[config.mk]
export PLATFORM = sky130hd
export DESIGN_NAME = smf_top
export DESIGN_NICKNAME = d
export VERILOG_FILES = /design/src/hdl/smf_pkg.sv /design/src/hdl/smf_offset_meas.sv /design/src/hdl/smf_top.sv
export VERILOG_INCLUDE_DIRS = /design/src /design/src/hdl
export SDC_FILE = /design/constraint.sdc
export NUM_CORES = 1
export LEC_CHECK = 0
export ABC_AREA = 1
export BUFFER_PORTS_ARGS = -buffer_cell sky130_fd_sc_hd__clkbuf_2
export CAP_MARGIN = 0
export CORE_MARGIN = 1.5
export CORE_UTILIZATION = 40
export CTS_BUF_LIST = sky130_fd_sc_hd__clkbuf_4 sky130_fd_sc_hd__clkbuf_8
export CTS_CLUSTER_DIAMETER = 80
export DETAILED_ROUTE_END_ITERATION = 12
export PLACE_DENSITY = 0.68
export SLEW_MARGIN = 20
export SYNTH_ARGS = -nofsm -noshare
export SYNTH_HDL_FRONTEND = slang
export SYNTH_HIERARCHICAL = 1
export SYNTH_SLANG_ARGS = --single-unit
[constraint.sdc]
create_clock -name mclk_i -period 1.5 [get_ports mclk_i]
set_clock_uncertainty 0.1 [all_clocks]
set_input_delay 0.225 -clock mclk_i [delete_from_list [all_inputs] [get_ports mclk_i]]
set_output_delay 0.225 -clock mclk_i [all_outputs]
set_load 0.01 [all_outputs]
[src/hdl/smf_defs.svh]
// Register map, field positions, reset values and sizes of the switch mode block.
// Assumes inclusion by bare name from each design file that needs them.
`ifndef SMF_DEFS_SVH
`define SMF_DEFS_SVH

// Register offsets
`define SMF_ADDR_W 8
`define SMF_OFS_CTRL 8'h00
`define SMF_OFS_MODE 8'h01
`define SMF_OFS_RESULT 8'h02
`define SMF_OFS_IRQ_STAT 8'h08
`define SMF_OFS_IRQ_MASK 8'h09

// Control register fields
`define SMF_CTRL_W 6
`define SMF_CTRL_ARM 5
`define SMF_CTRL_RST 6'h00

// Interface mode register fields
`define SMF_MODE_W 10
`define SMF_MODE_VAL_HI 9
`define SMF_MODE_VAL_LO 5
`define SMF_MODE_GO 4
`define SMF_MODE_STBY 3
`define SMF_MODE_START 2
`define SMF_MODE_RATE_HI 1
`define SMF_MODE_RATE_LO 0
`define SMF_MODE_RST 10'h000

// Result register fields
`define SMF_RES_DONE 12
`define SMF_RES_PHASE 11
`define SMF_OFF_W 11
`define SMF_OFF_MAX 11'h7ff
`define SMF_OFF_ZERO 11'h000

// Interrupt bits
`define SMF_IRQ_W 2
`define SMF_IRQ_FILL 0
`define SMF_IRQ_EVAL 1
`define SMF_IRQ_RST 2'h0

// Connection memory and fill
`define SMF_CM_AW 11
`define SMF_CM_LAST 11'h7ff
`define SMF_CM_ZERO 11'h000
`define SMF_CM_LOW_ZERO 11'h000
`define SMF_FILL_FRAMES 2'h2
`define SMF_FRAMES_ZERO 2'h0
`define SMF_STREAMS 16

// Rate codes
`define SMF_RATE_2M 2'h0
`define SMF_RATE_4M 2'h1
`define SMF_RATE_8M 2'h2
`define SMF_RATE_RSVD 2'h3

`define SMF_DATA_ZERO 16'h0000

`endif

[src/hdl/smf_pkg.sv]
// Types shared by the switch mode block: state encodings and state records.
// Assumes smf_defs.svh is on the include path.
`include "smf_defs.svh"

package smf_pkg;

	// Offset measurement sequence, Gray coded along idle, armed, counting, done
	typedef enum logic [1:0] {
		SMF_EV_IDLE = 2'h0,
		SMF_EV_ARMED = 2'h1,
		SMF_EV_COUNT = 2'h3,
		SMF_EV_DONE = 2'h2
	} smf_ev_e;

	// Block fill sequence, Gray coded along idle, writing, waiting
	typedef enum logic [1:0] {
		SMF_FL_IDLE = 2'h0,
		SMF_FL_WRITE = 2'h1,
		SMF_FL_WAIT = 2'h3
	} smf_fl_e;

	typedef struct packed {
		smf_ev_e state;
		logic start_prev;
		logic fe_prev;
		logic [`SMF_OFF_W-1:0] cnt;
		logic done;
		logic phase;
		logic [`SMF_OFF_W-1:0] offset;
		logic done_pulse;
	} smf_ev_s;

	typedef struct packed {
		logic [`SMF_CTRL_W-1:0] ctrl;
		logic [`SMF_MODE_W-1:0] mode;
		logic [`SMF_IRQ_W-1:0] stat;
		logic [`SMF_IRQ_W-1:0] mask;
		logic [15:0] rdata;
		smf_fl_e fstate;
		logic [`SMF_CM_AW-1:0] faddr;
		logic [1:0] frames;
		logic cm_we;
		logic [`SMF_CM_AW-1:0] cm_addr;
		logic [15:0] cm_wdata;
	} smf_top_s;

endpackage : smf_pkg

[src/hdl/smf_offset_meas.sv]
// Frame offset measurement: counts master clocks from frame start to the
// frame evaluation edge and holds the result until the start bit falls.
// Assumes all inputs synchronous to mclk_i; phase_i comes from pad logic.
`timescale 1ns/1ps
`default_nettype none
`include "smf_defs.svh"

module smf_offset_meas (
	// Clock, reset, enable
	input wire logic mclk_i,
	input wire logic nrst_i,
	input wire logic ce_i,
	// Control and frame timing
	input wire logic start_i,
	input wire logic frame_pulse_i,
	input wire logic frame_eval_input_i,
	input wire logic gci_mode_i,
	input wire logic half_phase_i,
	// Result
	output logic done_o,
	output logic half_cycle_phase_o,
	output logic [`SMF_OFF_W-1:0] measured_offset_o,
	output logic done_pulse_o
);

	smf_pkg::smf_ev_s st_q;
	smf_pkg::smf_ev_s st_d;
	logic edge_seen;

	// Falling edge normally, rising edge in GCI mode
	assign edge_seen = gci_mode_i ? (frame_eval_input_i & ~st_q.fe_prev) :
		(~frame_eval_input_i & st_q.fe_prev);

	// Next state of the measurement
	always_comb begin
		st_d = st_q;
		st_d.start_prev = start_i;
		st_d.fe_prev = frame_eval_input_i;
		st_d.done_pulse = 1'b0;
		case (st_q.state)
			smf_pkg::SMF_EV_IDLE: begin
				if (start_i & ~st_q.start_prev) begin
					st_d.state = smf_pkg::SMF_EV_ARMED;
				end
			end
			smf_pkg::SMF_EV_ARMED: begin
				if (frame_pulse_i) begin
					st_d.state = smf_pkg::SMF_EV_COUNT;
					st_d.cnt = `SMF_OFF_ZERO;
				end
			end
			smf_pkg::SMF_EV_COUNT: begin
				if (edge_seen) begin
					st_d.state = smf_pkg::SMF_EV_DONE;
					st_d.offset = st_q.cnt;
					st_d.phase = half_phase_i;
					st_d.done = 1'b1;
					st_d.done_pulse = 1'b1;
				end else if (st_q.cnt != `SMF_OFF_MAX) begin
					// Saturate rather than wrap so a missing edge never fakes a small offset
					st_d.cnt = st_q.cnt + 11'h001;
				end
			end
			smf_pkg::SMF_EV_DONE: begin
				st_d.state = smf_pkg::SMF_EV_DONE;
			end
			default: begin
				st_d.state = smf_pkg::SMF_EV_IDLE;
			end
		endcase
		// Falling start bit clears the result from any state
		if (~start_i & st_q.start_prev) begin
			st_d.state = smf_pkg::SMF_EV_IDLE;
			st_d.done = 1'b0;
			st_d.offset = `SMF_OFF_ZERO;
			st_d.phase = 1'b0;
		end
	end

	// State register, frozen while the clock enable is low
	always_ff @(posedge mclk_i or negedge nrst_i) begin
		if (!nrst_i) begin
			st_q <= '0;
		end else if (ce_i) begin
			st_q <= st_d;
		end
	end

	assign done_o = st_q.done;
	assign half_cycle_phase_o = st_q.phase;
	assign measured_offset_o = st_q.offset;
	assign done_pulse_o = st_q.done_pulse & ce_i;

endmodule : smf_offset_meas

`default_nettype wire

[src/hdl/smf_top.sv]
// Switch mode and frame offset registers: control and interface mode
// registers, block fill engine, output standby, offset result, interrupts.
// Assumes a host port with one-cycle strobes and a frame pulse from the
// serial timing; the connection memory takes one write per cycle.
// Functional notes
// - Fill loads value high, clears low bits
// - Fill starts on rising go bit only
// - Fill completes over two frames
// - Device clears go bit when done
// - Zero to go or arm aborts
// - Outputs float when drive pin, standby low
// - Rising start bit begins offset measurement
// - Measurement stops once done flag sets
// - Rate field decodes three rates, one reserved
// - Done flag sets valid, clears on fall
// - Phase bit gives half-clock resolution
// - Offset field binary, cleared on fall
// - Fill possible only while arm bit set
//
// Design decision made here: the address-and-strobe port.
`timescale 1ns/1ps
`default_nettype none
`include "smf_defs.svh"

module smf_top (
	// Clock, reset, enable
	input wire logic mclk_i,
	input wire logic nrst_i,
	input wire logic ce_i,
	// Host register port
	input wire logic [`SMF_ADDR_W-1:0] addr_i,
	input wire logic [15:0] wdata_i,
	input wire logic wr_i,
	input wire logic rd_i,
	output logic [15:0] rdata_o,
	// Frame timing and evaluation pins
	input wire logic frame_pulse_i,
	input wire logic frame_eval_input_i,
	input wire logic gci_mode_i,
	input wire logic half_phase_i,
	input wire logic output_drive_pin_i,
	// Serial output drivers, enable low while driving
	output logic [`SMF_STREAMS-1:0] serial_out_streams_oe_n_o,
	// Connection memory write port
	output logic cm_we_o,
	output logic [`SMF_CM_AW-1:0] cm_addr_o,
	output logic [15:0] cm_wdata_o,
	// Control register fields for the memory datapath
	output logic [3:0] stream_sel_o,
	output logic mem_select_o,
	// Rate decode
	output logic [1:0] rate_select_o,
	output logic rate_reserved_o,
	output logic fill_busy_o,
	// Interrupt
	output logic irq_o
);

	smf_pkg::smf_top_s st_q;
	smf_pkg::smf_top_s st_d;
	logic ev_done;
	logic ev_phase;
	logic [`SMF_OFF_W-1:0] ev_offset;
	logic ev_done_pulse;
	logic wr_ctrl;
	logic wr_mode;
	logic wr_stat;
	logic wr_mask;
	logic go_rise;
	logic abort;
	logic fill_done;
	logic [15:0] result_word;
	logic [`SMF_IRQ_W-1:0] events;

	// Offset measurement runs from the live start bit
	smf_offset_meas u_meas (
		.mclk_i(mclk_i),
		.nrst_i(nrst_i),
		.ce_i(ce_i),
		.start_i(st_q.mode[`SMF_MODE_START]),
		.frame_pulse_i(frame_pulse_i),
		.frame_eval_input_i(frame_eval_input_i),
		.gci_mode_i(gci_mode_i),
		.half_phase_i(half_phase_i),
		.done_o(ev_done),
		.half_cycle_phase_o(ev_phase),
		.measured_offset_o(ev_offset),
		.done_pulse_o(ev_done_pulse)
	);

	// Write decode
	assign wr_ctrl = wr_i & (addr_i == `SMF_OFS_CTRL);
	assign wr_mode = wr_i & (addr_i == `SMF_OFS_MODE);
	assign wr_stat = wr_i & (addr_i == `SMF_OFS_IRQ_STAT);
	assign wr_mask = wr_i & (addr_i == `SMF_OFS_IRQ_MASK);

	// Fill start and abort, both seen at the write itself
	assign go_rise = wr_mode & wdata_i[`SMF_MODE_GO] & ~st_q.mode[`SMF_MODE_GO];
	assign abort = (wr_mode & ~wdata_i[`SMF_MODE_GO]) |
		(wr_ctrl & ~wdata_i[`SMF_CTRL_ARM]);

	// Completion: every location written and two frame starts seen
	assign fill_done = (st_q.fstate == smf_pkg::SMF_FL_WAIT) &
		(st_q.frames == `SMF_FILL_FRAMES);

	// Result word, unused upper bits read zero
	assign result_word = {3'h0, ev_done, ev_phase, ev_offset};

	assign events[`SMF_IRQ_FILL] = fill_done;
	assign events[`SMF_IRQ_EVAL] = ev_done_pulse;

	// Register, fill and interrupt next state
	always_comb begin
		st_d = st_q;
		st_d.cm_we = 1'b0;
		st_d.rdata = `SMF_DATA_ZERO;

		// Host writes; fill value and go come from the same word
		if (wr_ctrl) begin
			st_d.ctrl = wdata_i[`SMF_CTRL_W-1:0];
		end
		if (wr_mode) begin
			// Upper bits are not stored, so a stray one cannot disturb the block
			st_d.mode = wdata_i[`SMF_MODE_W-1:0];
		end
		if (wr_mask) begin
			st_d.mask = wdata_i[`SMF_IRQ_W-1:0];
		end

		// Fill sequence
		case (st_q.fstate)
			smf_pkg::SMF_FL_IDLE: begin
				if (go_rise & st_d.ctrl[`SMF_CTRL_ARM]) begin
					st_d.fstate = smf_pkg::SMF_FL_WRITE;
					st_d.faddr = `SMF_CM_ZERO;
					st_d.frames = `SMF_FRAMES_ZERO;
				end
			end
			smf_pkg::SMF_FL_WRITE: begin
				st_d.cm_we = 1'b1;
				st_d.cm_addr = st_q.faddr;
				st_d.cm_wdata = {st_q.mode[`SMF_MODE_VAL_HI:`SMF_MODE_VAL_LO],
					`SMF_CM_LOW_ZERO};
				st_d.faddr = st_q.faddr + 11'h001;
				if (st_q.faddr == `SMF_CM_LAST) begin
					st_d.fstate = smf_pkg::SMF_FL_WAIT;
				end
			end
			smf_pkg::SMF_FL_WAIT: begin
				if (fill_done) begin
					st_d.fstate = smf_pkg::SMF_FL_IDLE;
					// A host write in this cycle wins over the self clear
					if (!wr_mode) begin
						st_d.mode[`SMF_MODE_GO] = 1'b0;
					end
				end
			end
			default: begin
				st_d.fstate = smf_pkg::SMF_FL_IDLE;
			end
		endcase

		// Frame starts counted from go; writes take far less than a frame
		if ((st_q.fstate != smf_pkg::SMF_FL_IDLE) & frame_pulse_i &
			(st_q.frames != `SMF_FILL_FRAMES)) begin
			st_d.frames = st_q.frames + 2'h1;
		end

		// Abort from any active state, leaving memory partly filled
		if (abort & (st_q.fstate != smf_pkg::SMF_FL_IDLE)) begin
			st_d.fstate = smf_pkg::SMF_FL_IDLE;
			st_d.cm_we = 1'b0;
		end

		// Sticky status: a new event wins over a write-one clear
		if (wr_stat) begin
			st_d.stat = st_q.stat & ~wdata_i[`SMF_IRQ_W-1:0];
		end
		st_d.stat = st_d.stat | events;

		// Read data stands the cycle after the strobe; unmapped reads give zero
		if (rd_i) begin
			case (addr_i)
				`SMF_OFS_CTRL: begin
					st_d.rdata = {10'h000, st_q.ctrl};
				end
				`SMF_OFS_MODE: begin
					st_d.rdata = {6'h00, st_q.mode};
				end
				`SMF_OFS_RESULT: begin
					st_d.rdata = result_word;
				end
				`SMF_OFS_IRQ_STAT: begin
					st_d.rdata = {14'h0000, st_q.stat};
				end
				`SMF_OFS_IRQ_MASK: begin
					st_d.rdata = {14'h0000, st_q.mask};
				end
				default: begin
					st_d.rdata = `SMF_DATA_ZERO;
				end
			endcase
		end
	end

	// State register, frozen while the clock enable is low
	always_ff @(posedge mclk_i or negedge nrst_i) begin
		if (!nrst_i) begin
			st_q <= '0;
		end else if (ce_i) begin
			st_q <= st_d;
		end
	end

	// Register outputs
	assign rdata_o = st_q.rdata;
	assign cm_we_o = st_q.cm_we & ce_i;
	assign cm_addr_o = st_q.cm_addr;
	assign cm_wdata_o = st_q.cm_wdata;
	assign stream_sel_o = st_q.ctrl[3:0];
	assign mem_select_o = st_q.ctrl[4];
	assign fill_busy_o = (st_q.fstate != smf_pkg::SMF_FL_IDLE);

	// Rate field passed to the serial timing; master clock is the user's duty
	assign rate_select_o = st_q.mode[`SMF_MODE_RATE_HI:`SMF_MODE_RATE_LO];
	assign rate_reserved_o = (rate_select_o == `SMF_RATE_RSVD);

	// All sixteen drivers float only when both pin and standby bit are low
	genvar gi;
	generate
		for (gi = 0; gi < `SMF_STREAMS; gi++) begin : g_oe
			assign serial_out_streams_oe_n_o[gi] =
				~(output_drive_pin_i | st_q.mode[`SMF_MODE_STBY]);
		end
	endgenerate

	// Level interrupt from unmasked sticky bits
	assign irq_o = |(st_q.stat & st_q.mask);

endmodule : smf_top

`default_nettype wire

==> key figures <==
Pwr
  – Clk network pwr share: 20.7%
  – Tot Pwr: 7.466 mW
  – Sequential power share: 43.0%
  – Combinational Power Share: 36.3%
  – PD cells: 1134 nW/um^2
  – Maximum VDD drop: 0.0004410 V
  – Leak: 3.403 nW
  – Int Pwr: 4.747 mW
  – Sw frac: 36.41%
  – Sw Pwr: 2.718 mW

STA
  – F_max: 0.6324 GHz
  – RSZ-0062 raised after global routing: true
  – Period minus WS final: 1.581 ns
  – Fin. Hold Viols: 0
  – Worst hold slack: 0.02078 ns
  – Final setup margin: -0.08126 ns
  – Period utilization: 105.4%
  – Setup-failing EPs final: 26
  – Final slew viol count: 0

Clock network
  – Longest Clk Path Bufs: 2
  – CTS tree: done
  – Clk slew on worst S/H paths: 0.09 ns
  – H-Tree Depth: 3
  – CTS Sinks: 94
  – Clock root buffer: clkbuf_8
  – Latest clock arrival within the worst-skew pair: 0.37 ns
  – TritonCTS Buffers: 9

Worst setup path
  – CP cell instances: nor2_4, buf_2
  – Slowest CP cell: dfrtp_2
  – WP buf/inv: 1
  – Worst path top cell family by delay: flip-flops
  – CP arrival: 1.26 ns
  – CP peak stage delay: 0.46 ns
  – Required @ worst endpoint: 1.17 ns
  – Setup Crit Path Kind: reg -> out
  – Crit path capture type: output port
  – CP startpoint kind: register
  – Critical Path Fanout Max: 8

Floorplanning
  – Die height: 118.7 um
  – IO Count: 104
  – Die width: 118.7 um
  – Core area: 13140 sq um
  – Rows: 42
  – Die area: 14100 sq um
  – Starting Density: 40.78%

Synthesis
  – Syn_area_per_cell: 7.643 sq um
  – Top cells by area, synth: dfrtp_1, nand2_1, buf_4, nand3_1, inv_1
  – Share of the synthesized area in the top cell type: 43.90%
  – FF+latch count, synth: 94
  – Mux cell area share after synthesis: 0.8407%
  – Synth Cell Area: 5358 sq um
  – Yosys cell types: 33
  – Largest family of logic cells by synthesized area: simple AND/OR/NAND/NOR gates
  – Syn Inst Count: 701
  – Post-synthesis adder-cell area fraction: 0.7006%
  – Simple-Gate Fraction of Synth Area: 29.24%
  – Sequential cell area fraction in the yosys report: 43.90%
  – Post-Synth XOR/XNOR Area: 0.1635%
  – Synth Area in Compound Gates: 7.450%
  – Largest area contributor in the netlist: dfrtp_1
  – YS warnings: 6

Placement
  – Number of port buffers: 83
  – DP HPWL: 8883 um
  – DP Cell Count: 933
  – GPL Wtd Cong: 0.8349

Global route
  – GRT Util Overall: 17.89%
  – Congestion Overflow GR: 0
  – Vias in the first global route: 4260
  – Initial antenna violation count: 0
  – Largest net degree at the start of global routing: 27
  – First-pass GRT wire length: 20200 um

Routing
  – Vias per inst: 4.747
  – DRC viols: 0
  – Via count: 4609
  – Post-DRT Antenna Nets: 0
  – Final wirelength: 12640 um
  – Iter 0 DRT Violations: 288
  – First drt pass iteration count: 5
  – Avg WL per Cell: 13.02 um

Cells and area
  – Synth-to-Final Area Change: 22.84%
  – Fill count: 1256
  – Most common cell after layout, fill and taps aside: nand2_1
  – Final Non-Filler Cells: 971
  – Commonest cells after routing, fill and taps aside: nand2_1, dfrtp_1, clkbuf_2
  – N_diodes: 0
  – Layout Nets: 827
  – Layout cells sized above 1: 32.20%
  – Post-layout util: 50.10%

Job
  – MaxCap Viol Count: 0

Worst hold path
  – Worst Hold Class: in -> reg

Outcome
  – Status: complete, but fails checks
  – Violated checks: negative setup slack
## layer usage
metal / global-route usage, % / vias to the layer above / wire length (um) / share of wire, %
li1: - / 2329 / - / -
met3: 3.089 / 13 / 546 / 4.3
met5: 0 / - / 0 / 0
met1: 23.77 / 2154 / 5795 / 46
met4: 7.455 / 0 / 204 / 1.6
met2: 28.92 / 113 / 6095 / 48
## metrics by stage
stage          worst slack (ns)  instance area [sq um]  setup TNS, ns
5_1_grt                 -0.1565                   6581         -2.841
4_1_cts                -0.07835                   6172        -0.3383
2_1_floorplan          0.008550                   5436              0
3_3_place_gp            -0.1827                   5863         -3.879
3_5_place_dp            -0.1851                   5863         -4.486
6_report               -0.08126                   6581        -0.7785
## registers in the layout, indices dropped and copies added (netlist names)
| signal | count |
|---|---|
| mem_select_o | 1 |
| u_meas/half_cycle_phase_o | 1 |
| u_meas/done_o | 1 |
| u_meas/st_q | 16 |
| stream_sel_o | 4 |
| u_meas/measured_offset_o | 11 |
| cm_wdata_o | 5 |
| st_q | 29 |
| rdata_o | 13 |
| rate_select_o | 2 |
| cm_addr_o | 11 |
## power by group through the flow
stage                     logic (mW)  clock network (mW)  registers [mW]
after detailed placement        2.10                   0            3.22
final                           2.71                1.55            3.21
after floorplan                 1.54                   0            3.20
after CTS                       2.19                1.59            3.17
after global placement          2.08                   0            3.21
after global routing            2.99                1.68            3.25
## cells by family after synthesis
| family | count (synthesis) |
|---|---|
| compound gates | 73 |
| xor+xnor | 1 |
| fa+ha+maj | 3 |
| buf+inv | 167 |
| flops | 94 |
| mux | 4 |
| other cells | 1 |
| simple gates | 358 |
## layout make-up
| class | instances | area [sq um] | area share [%] |
|---|---|---|---|
| clock buffers | 12 | 146.4 | 2.224 |
| clock inverters | 4 | 23.77 | 0.3612 |
| inverters | 72 | 276.5 | 4.202 |
| multi-input cells | 456 | 2421 | 36.79 |
| flip-flops and latches | 94 | 2357 | 35.82 |
| well taps | 176 | 220.2 | 3.346 |
| repair buffers | 156 | 1129 | 17.15 |
| repair inverters | 1 | 7.507 | 0.1141 |
## final timing paths
kind                                                  startpoint                                     to  cells after the start  slack (ns)
max reg2reg                                 st_q[30]$_DFFE_PN0P_                   st_q[40]$_DFFE_PN0P_                      9       -0.04
min in group asynchronous                                 nrst_i               cm_addr_o[7]$_DFFE_PN0P_                      2        0.22
max                                         st_q[66]$_DFFE_PN0P_           serial_out_streams_oe_n_o[5]                      2       -0.08
min                                                 half_phase_i  u_meas/half_cycle_phase_o$_DFFE_PN0P_                      3        0.02
min reg2reg                u_meas/half_cycle_phase_o$_DFFE_PN0P_  u_meas/half_cycle_phase_o$_DFFE_PN0P_                      2        0.38
max in group asynchronous                                 nrst_i            u_meas/st_q[16]$_DFFE_PN0P_                      3        0.61
## cell usage after synthesis, drive strengths merged
master and number:
o21ai 64, buf 85, a31oi 1, nand4 19, xor2 1, mux2 4, nand3b 2, nand3 58
nand2 222, ha 3, o31ai 1, nor3b 1, a21oi 6, nor3 4, clkbuf 10, conb 1
nor2 46, or2 4, dfrtp 94, a22o 1, nor4 2, inv 72
## what timing repair did
item                                    in CTS  in global routing
endpoints found under the setup margin      49                 69
setup buffers                                1                  9
pin swaps                                    9                 29
cloned                                       1                  4
hold buffers                                 7                  0
resized for setup                           18                 89
endpoints found under the hold margin      101                  0
## worst reg2reg max path, stage by stage (launching register included)
cell     delay, ns
dfrtp_1       0.37
ha_2          0.20
nand3_2       0.09
nor2_1        0.11
inv_1         0.07
nor2_2        0.09
nand2_1       0.07
o21ai_1       0.14
nand3_1       0.10
o21ai_2       0.12
Note: power is estimated with default switching activity, not from simulation.
